==> config.mk <==
export PLATFORM = sky130hd
export DESIGN_NAME = esd_core
export DESIGN_NICKNAME = d
export VERILOG_FILES = /design/src/verilog/esd_pkg.sv /design/src/verilog/esd_core.sv /design/src/verilog/esd_opnd_addr.sv
export SDC_FILE = /design/constraint.sdc
export NUM_CORES = 1
export LEC_CHECK = 0
export BUFFER_PORTS_ARGS = -buffer_cell sky130_fd_sc_hd__buf_2
export CAP_MARGIN = 10
export CORE_ASPECT_RATIO = 0.5
export CORE_MARGIN = 5
export CORE_UTILIZATION = 40
export DETAILED_ROUTE_END_ITERATION = 10
export GPL_ROUTABILITY_DRIVEN = 0
export PLACE_DENSITY = 0.75
export SYNTH_ARGS = -nofsm -noshare
export SYNTH_HDL_FRONTEND = slang
export SYNTH_HIERARCHICAL = 1
export SYNTH_SLANG_ARGS = --single-unit
==> constraint.sdc <==
create_clock -name mclk_i -period 2.9 [get_ports mclk_i]
set_input_delay 0.145 -clock mclk_i [delete_from_list [all_inputs] [get_ports mclk_i]]
set_output_delay 0.145 -clock mclk_i [all_outputs]
set_load 0.05 [all_outputs]
==> src/verilog/esd_pkg.sv <==
// Package for the extended stack-op and indexed-operand decode block.
// Assumes one core clock; all users reference items as esd_pkg::name.
package esd_pkg;

  // ************************************************************
  // Widths, opcodes and address map
  // ************************************************************
  localparam int          ADDR_W        = 12;
  localparam int          NUM_PTR       = 3;
  localparam logic [7:0]  OPC_PUSH_LIT  = 8'hea;
  localparam logic [7:0]  OPC_PTR_SUB   = 8'he9;
  localparam logic [1:0]  SEL_SUB_RET   = 2'h3;
  localparam int          SEL_POS       = 6;
  localparam int          IMM6_W        = 6;
  localparam logic [7:0]  INDEX_MAX     = 8'h5f;
  localparam logic [7:0]  ACC_LOW_LIMIT = 8'h60;
  localparam logic [3:0]  ACC_HIGH_BANK = 4'hf;
  localparam logic [11:0] PTR_RESET     = 12'h000;
  localparam int          SOFT_SP_IDX   = 2;

  // ************************************************************
  // Carriers
  // ************************************************************
  typedef struct packed {
    logic              we;
    logic [ADDR_W-1:0] addr;
    logic [7:0]        data;
  } esd_mem_wr_type;

  typedef struct packed {
    logic       valid;
    logic [7:0] file;
    logic       access;
    logic       dest;
  } esd_opnd_req_type;

  typedef struct packed {
    logic              valid;
    logic [ADDR_W-1:0] addr;
    logic              indexed;
    logic              to_wreg;
  } esd_opnd_rsp_type;

  typedef struct packed {
    logic              load;
    logic [ADDR_W-1:0] value;
    logic [1:0]        sel;
  } esd_ptr_wr_type;

  typedef enum logic [0:0] {
    ST_EXEC,
    ST_RET_NOP
  } esd_phase_type;

endpackage
==> src/verilog/esd_core.sv <==
// Extended stack-op execute and indexed-operand decode for an 8-bit core.
// Assumes fetch, data memory and return stack share mclk_i; all inputs synchronous.
`timescale 1ns/1ns
module esd_core #(
  parameter int PC_W = 21
) (
  // Clock and reset
  input  wire logic                                    mclk_i,
  input  wire logic                                    srst_i,
  // Configuration
  input  wire logic                                    ext_en_i,
  input  wire logic [3:0]                              bank_select_reg_i,
  // Instruction from fetch
  input  wire logic                                    instr_valid_i,
  input  wire logic [15:0]                             instr_i,
  // Pointer load from the core
  input  wire esd_pkg::esd_ptr_wr_type                 ptr_wr_i,
  // Return stack
  input  wire logic [PC_W-1:0]                         return_stack_top_i,
  // Standard operand request
  input  wire esd_pkg::esd_opnd_req_type               opnd_req_i,
  // Data memory write
  output esd_pkg::esd_mem_wr_type                      mem_wr_o,
  // Program counter load and stack pop
  output logic                                         pc_load_o,
  output logic [PC_W-1:0]                              pc_value_o,
  output logic                                         stack_pop_o,
  // Status
  output logic                                         busy_o,
  output logic                                         push_literal_op_o,
  output logic                                         pointer_subtract_op_o,
  output logic                                         stack_sub_return_op_o,
  output logic [esd_pkg::NUM_PTR-1:0][esd_pkg::ADDR_W-1:0] ptr_o,
  // Resolved operand
  output esd_pkg::esd_opnd_rsp_type                    opnd_rsp_o
);

  // ************************************************************
  // Parameter check
  // ************************************************************
  // Eight bits is the smallest useful program space; 32 is the widest return entry carried.
  if (PC_W < 8 || PC_W > 32) begin : g_pc_w_check
    $error("PC_W must lie between 8 and 32.");
  end
  // The select field must sit directly above the immediate in the low byte.
  if (esd_pkg::SEL_POS != esd_pkg::IMM6_W || esd_pkg::SEL_POS + 2 != 8) begin : g_field_check
    $error("The select field must occupy bits 7 and 6 of the instruction.");
  end
  // A 2-bit select with one code reserved for the return variant names three pointers.
  if (esd_pkg::NUM_PTR != 3) begin : g_ptr_count_check
    $error("NUM_PTR must be 3.");
  end
  if (esd_pkg::SOFT_SP_IDX >= esd_pkg::NUM_PTR) begin : g_sp_index_check
    $error("The soft stack pointer index must name an existing pointer.");
  end
  // The index window must end below the split of the access bank.
  if (esd_pkg::INDEX_MAX >= esd_pkg::ACC_LOW_LIMIT) begin : g_window_check
    $error("The index window must end below the access bank split.");
  end
  // The banked form joins four bank bits with an 8-bit operand.
  if (esd_pkg::ADDR_W != 12) begin : g_addr_w_check
    $error("ADDR_W must be 12 to match bank plus operand.");
  end

  // ************************************************************
  // State
  // ************************************************************
  typedef struct packed {
    esd_pkg::esd_phase_type                            phase;
    logic [esd_pkg::NUM_PTR-1:0][esd_pkg::ADDR_W-1:0]  ptr;
    esd_pkg::esd_mem_wr_type                           mem_wr;
    logic                                              pc_load;
    logic [PC_W-1:0]                                   pc_value;
    logic                                              stack_pop;
    logic                                              push_op;
    logic                                              sub_op;
    logic                                              ret_op;
    logic                                              busy;
    esd_pkg::esd_opnd_rsp_type                         opnd;
  } esd_state_type;

  esd_state_type             st;
  esd_state_type             next_st;
  esd_pkg::esd_opnd_rsp_type opnd_comb;

  function automatic logic [esd_pkg::ADDR_W-1:0] ptr_sub(
    input logic [esd_pkg::ADDR_W-1:0] p,
    input logic [esd_pkg::IMM6_W-1:0] k
  );
    ptr_sub = p - {{(esd_pkg::ADDR_W-esd_pkg::IMM6_W){1'b0}}, k};
  endfunction

  // Opcode match on the high byte, shared by both extended families.
  function automatic logic opc_hit(
    input logic [15:0] word,
    input logic [7:0]  opc
  );
    opc_hit = (word[15:8] == opc);
  endfunction

  // ************************************************************
  // Operand address
  // ************************************************************
  // The index form exists only while the extension is enabled.
  esd_opnd_addr u_opnd_addr (
    .req_i                (opnd_req_i),
    .ext_en_i             (ext_en_i),
    .bank_select_reg_i    (bank_select_reg_i),
    .soft_stack_pointer_i (st.ptr[esd_pkg::SOFT_SP_IDX]),
    .rsp_o                (opnd_comb)
  );

  // ************************************************************
  // Decode and execute
  // ************************************************************
  logic [1:0]                sel;
  logic [esd_pkg::IMM6_W-1:0] imm6;
  logic                      take;

  always_comb begin
    next_st           = st;
    sel               = instr_i[esd_pkg::SEL_POS +: 2];
    imm6              = instr_i[esd_pkg::IMM6_W-1:0];
    take              = instr_valid_i && ext_en_i && (st.phase == esd_pkg::ST_EXEC);
    next_st.mem_wr.we = 1'b0;
    next_st.pc_load   = 1'b0;
    next_st.stack_pop = 1'b0;
    next_st.push_op   = 1'b0;
    next_st.sub_op    = 1'b0;
    next_st.ret_op    = 1'b0;
    next_st.busy      = 1'b0;
    next_st.opnd      = opnd_comb;
    // A core pointer load is applied first; an instruction writing the same pointer this cycle overrides it.
    if (ptr_wr_i.load && ptr_wr_i.sel < 2'(esd_pkg::NUM_PTR)) begin
      next_st.ptr[ptr_wr_i.sel] = ptr_wr_i.value;
    end
    case (st.phase)
      esd_pkg::ST_EXEC: begin
        if (take && opc_hit(instr_i, esd_pkg::OPC_PUSH_LIT)) begin
          // Store at the current pointer, then step it down, all in one cycle.
          next_st.mem_wr.we   = 1'b1;
          next_st.mem_wr.addr = st.ptr[esd_pkg::SOFT_SP_IDX];
          next_st.mem_wr.data = instr_i[7:0];
          next_st.ptr[esd_pkg::SOFT_SP_IDX] =
            st.ptr[esd_pkg::SOFT_SP_IDX] - 12'h001;
          next_st.push_op     = 1'b1;
        end else if (take && opc_hit(instr_i, esd_pkg::OPC_PTR_SUB)) begin
          if (sel == esd_pkg::SEL_SUB_RET) begin
            // Only the soft stack pointer is touched, then return.
            next_st.ptr[esd_pkg::SOFT_SP_IDX] =
              ptr_sub(st.ptr[esd_pkg::SOFT_SP_IDX], imm6);
            next_st.pc_load   = 1'b1;
            next_st.pc_value  = return_stack_top_i;
            next_st.stack_pop = 1'b1;
            next_st.ret_op    = 1'b1;
            next_st.phase     = esd_pkg::ST_RET_NOP;
            next_st.busy      = 1'b1;
          end else begin
            next_st.ptr[sel] = ptr_sub(st.ptr[sel], imm6);
            next_st.sub_op   = 1'b1;
          end
        end
      end
      esd_pkg::ST_RET_NOP: begin
        // Second cycle while the target is fetched: no action, input ignored.
        next_st.phase = esd_pkg::ST_EXEC;
      end
      default: begin
        next_st.phase = esd_pkg::ST_EXEC;
      end
    endcase
  end

  always_ff @(posedge mclk_i) begin
    if (srst_i) begin
      st.phase     <= esd_pkg::ST_EXEC;
      st.ptr       <= '{default: esd_pkg::PTR_RESET};
      st.mem_wr    <= '0;
      st.pc_load   <= 1'b0;
      st.pc_value  <= '0;
      st.stack_pop <= 1'b0;
      st.push_op   <= 1'b0;
      st.sub_op    <= 1'b0;
      st.ret_op    <= 1'b0;
      st.busy      <= 1'b0;
      st.opnd      <= '0;
    end else begin
      st <= next_st;
    end
  end

  // ************************************************************
  // Outputs
  // ************************************************************
  // The busy flag has its own flop so that the core never sees a decode glitch on it.
  // It rises on the same edge as the return's pc_load_o, which is the cycle the target is fetched.
  assign mem_wr_o              = st.mem_wr;
  assign pc_load_o             = st.pc_load;
  assign pc_value_o            = st.pc_value;
  assign stack_pop_o           = st.stack_pop;
  assign busy_o                = st.busy;
  assign push_literal_op_o     = st.push_op;
  assign pointer_subtract_op_o = st.sub_op;
  assign stack_sub_return_op_o = st.ret_op;
  assign ptr_o                 = st.ptr;
  assign opnd_rsp_o            = st.opnd;

endmodule

==> src/verilog/esd_opnd_addr.sv <==
// Operand address former for byte- and bit-oriented standard instructions.
// Purely combinational; the caller registers the result on the core clock.
`timescale 1ns/1ns
module esd_opnd_addr (
  // Operand request and context
  input  wire esd_pkg::esd_opnd_req_type          req_i,
  input  wire logic                               ext_en_i,
  input  wire logic [3:0]                         bank_select_reg_i,
  input  wire logic [esd_pkg::ADDR_W-1:0]         soft_stack_pointer_i,
  // Resolved operand
  output esd_pkg::esd_opnd_rsp_type               rsp_o
);

  logic idx;

  always_comb begin
    // Index form only when extended, access bit clear and offset in range.
    idx           = ext_en_i && !req_i.access && (req_i.file <= esd_pkg::INDEX_MAX);
    rsp_o.valid   = req_i.valid;
    rsp_o.indexed = idx;
    // Destination select keeps its plain meaning in both modes.
    rsp_o.to_wreg = !req_i.dest;
    if (idx) begin
      // Pointer plus zero-extended offset, wrapping at the data space.
      rsp_o.addr = soft_stack_pointer_i + {4'h0, req_i.file};
    end else if (req_i.access) begin
      // Banked literal address.
      rsp_o.addr = {bank_select_reg_i, req_i.file};
    end else if (req_i.file < esd_pkg::ACC_LOW_LIMIT) begin
      // Lower access bank.
      rsp_o.addr = {4'h0, req_i.file};
    end else begin
      // Upper access bank holds the special registers.
      rsp_o.addr = {esd_pkg::ACC_HIGH_BANK, req_i.file};
    end
  end

endmodule

==> results.ini <==
[critical_path]
crit_top_cell = a21oi_1
r2r_start = ptr_o[12]
cp.required_ns = 3.18
cp-start-kind = flop
r2r-end = ptr_o[34]
cp_num_cells = 13
path_buf_inv = 1
crit_arrival_ns = 3.02
crit_path_end_kind = flop
critPathTopFamily = compound AO/OA/AOI/OAI gates
cp_max_fo = 3
worstRegToRegCells = 13
crit_chain = mux2i_1, nor2_1, a21oi_1, ha_1, inv_1, fa_1, a211oi_1, o21bai_1, a21oi_2, nand2_1, xor2_1, a211o_1, a21oi_1
critPathSlowestCell = fa_1
critPathMaxStageDelay_ns = 0.42
reg2reg_slack_ns = 0.16
crit_type = reg2reg

[synthesis]
synth_nets = 819
ys_top_cells_by_area = dfxtp_1 (33%), nand2_1 (8.5%), a21oi_1 (6.1%)
yosysTopAreaCellShare_pct = 32.8
async_flop_share_pct = 0
ys_seq_area_share_pct = 32.8
yosys_warnings = 6
synth_edf_count = 0
synth_area_um2 = 5790
syn_area_per_cell_um2 = 8.00
synth_flop_cell = dfxtp_1
ys_ff_latch = 95
yosysTopAreaCell = dfxtp_1
synthDistinctLibCells = 64
syn_inst = 724

[timing]
fin_crit_sh_pct = 94.6
hold_violations = 0
slew_violations = 0
timing.fmax_mhz = 364
finalSetupViolCount = 0
skew_ns = 0.00610
slew_headroom_pct = 49.3
period_needed_ns = 2.74
tightest_slew_ns = 0.758

[finish]
area_growth_pct = 23.6
drive_gt1_share_pct = 26.8
n_antenna_cell = 0
fin_area_um2 = 7160
layoutNonFillerInstCount = 1082
num-nets-final = 974
mostFrequentLayoutCell = buf_2
mostFrequentLayoutCells = buf_2 (169), nand2_1 (131), dfxtp_1 (95)

[detailed_routing]
drcViolationCount = 0
vias_per_cell = 5.38
drtIter0Drc = 330
wl_mm = 18.0
avgRoutedWirePerCell_um = 16.6
drtAntennaViolNets = 0
vias = 5823
firstDrtPassIters = 4

[floorplan]
die_height_um = 95.1
initial_core_util_pct = 40.5
num_rows = 31
dieWidth_um = 180
dieArea_um2 = 17100
io_pins = 170
coreArea_um2 = 14300

[cts]
numCtsBuffers = 9
clock_sinks = 95
clk_pin_slew_ns = 0.07
cts_tree = done
cts_hold_buf = 0
post_cts_buffers = 0
insertion_delay_ns = 0.35
cts_root_buf = clkbuf_16
htreeDepth = 3
cts.path.max_buffers = 2

[placed_design]
io_buffer_count = 169
place_inst = 1066
placed_area_um2 = 6800
hpwl_mm = 13.5

[pwr]
irDropWorstVdd_mv = 0.336
p_total_mw = 3.41
p_leak_nw = 3.23
power_density_nw_per_um2 = 475

[global_routing]
grt_max_degree = 70
grt-ovfl-total = 0
grt_first_pass_wirelength_mm = 28.5
antenna_found_initial = 0
grt_usage_pct = 20.1
grt_pass1_vias = 5384

[min_path]
hold_path_startpoint = opnd_req_i[10]
hold_path_end = opnd_rsp_o[14]
hold_class = in2reg
hold_path_depth = 2

[status]
status = completed

[flow_run]
drv_cap = 0

==> registers in the layout, summed over array words and instances (netlist names) <==
register / flops
st: 1
opnd_rsp_o: 15
ptr_o: 36
pc_value_o: 21
pointer_subtract_op_o: 1
mem_wr_o: 21
==> worst reg2reg max path: cells and delay by family (launching register included) <==
family | cells | cell delay [ns]
adder cells (fa/ha/maj) | 2 | 0.60
buffers and inverters | 1 | 0.07
AND/OR/NAND/NOR | 2 | 0.14
flip-flops | 1 | 0.32
XOR/XNOR | 1 | 0.19
multiplexers | 1 | 0.13
AO/OA/AOI/OAI | 6 | 1.21
==> worst max path at each step <==
| stage | from | slack (ns) | to |
|---|---|---|---|
| 6_report | ptr_o[12] | 0.16 | ptr_o[34] |
| 5_1_grt | ptr_o[12] | -0.004 | ptr_o[34] |
| 4_1_cts | ptr_o[12] | 0.11 | ptr_o[32] |
| 3_5_place_dp | instr_i[6] | -0.02 | ptr_o[32] |
| 3_3_place_gp | instr_i[6] | 0.11 | ptr_o[34] |
| 2_1_floorplan | instr_i[6] | 0.03 | ptr_o[31] |
==> per-stage QoR <==
step,setup WS [ns],util [%],setup TNS (ns),hold WS [ns]
after detailed placement,-0.0208,47.5,-0.0208,0.367
after CTS,0.113,50.0,0,0.00366
after floorplan,0.0349,-,0,0.281
after global placement,0.107,47.5,0,0.368
final,0.156,50.0,0,0.0115
after global routing,-0.00437,50.0,-0.00437,0.0152
==> layout make-up <==
| cell class | count | area [um^2] |
|---|---|---|
| clock inverters | 7 | 128 |
| inverters | 22 | 82.6 |
| clock buffers | 9 | 225 |
| well taps | 198 | 248 |
| repair buffers | 192 | 1030 |
| fillers | 1400 | 7150 |
| flip-flops and latches | 95 | 1900 |
| multi-input cells | 559 | 3550 |
==> where the power goes <==
group | leakage (nW) | internal, mW | switching (mW)
clock network | 0.173 | 0.858 | 0.559
logic | 2.29 | 0.224 | 0.408
registers | 0.772 | 1.33 | 0.0223
==> cells in the mapped netlist, types with 3 or more instances <==
| library cell | n |
|---|---|
| a211oi_1 | 35 |
| a21o_1 | 3 |
| a21oi_1 | 71 |
| a31oi_1 | 7 |
| buf_2 | 8 |
| buf_4 | 8 |
| buf_6 | 5 |
| clkbuf_1 | 23 |
| dfxtp_1 | 95 |
| fa_1 | 3 |
| ha_1 | 21 |
| inv_1 | 22 |
| mux2_2 | 10 |
| mux2i_1 | 27 |
| nand2_1 | 131 |
| nand2b_1 | 10 |
| nand3_1 | 9 |
| nand3b_1 | 6 |
| nand4_1 | 4 |
| nor2_1 | 52 |
| nor2b_1 | 31 |
| nor3_1 | 13 |
| nor3_4 | 3 |
| nor4_2 | 3 |
| o211ai_1 | 3 |
| o21a_1 | 4 |
| o21ai_0 | 34 |
| o22ai_1 | 7 |
| o31a_1 | 6 |
| or3_1 | 3 |
| xnor2_1 | 12 |
| xor2_1 | 14 |
==> per-layer routing <==
metal | track usage, % | share of wire, %
met5 | 0 | 0
met4 | 5.35 | 1.9
met3 | 5.14 | 6.5
met2 | 32.4 | 45
met1 | 27.2 | 47
==> logic make-up after synthesis <==
| logic type | after synthesis | share of synthesized area (%) |
|---|---|---|
| buffers and inverters | 70 | 6.44 |
| AOI/OAI and AO/OA | 195 | 21.7 |
| adders and majority gates | 24 | 5.57 |
| and+or+nand+nor | 277 | 23.0 |
| muxes | 37 | 6.61 |
| DFF | 95 | 32.8 |
| xor gates and xnor gates | 26 | 3.93 |
==> repair_timing <==
| item | CTS | global route |
|---|---|---|
| endpoints found under the setup margin | 0 | 4 |
| hold endpoints to repair | 0 | 0 |
| gates resized for setup | 0 | 3 |
Power figures use the tool's default switching activity.
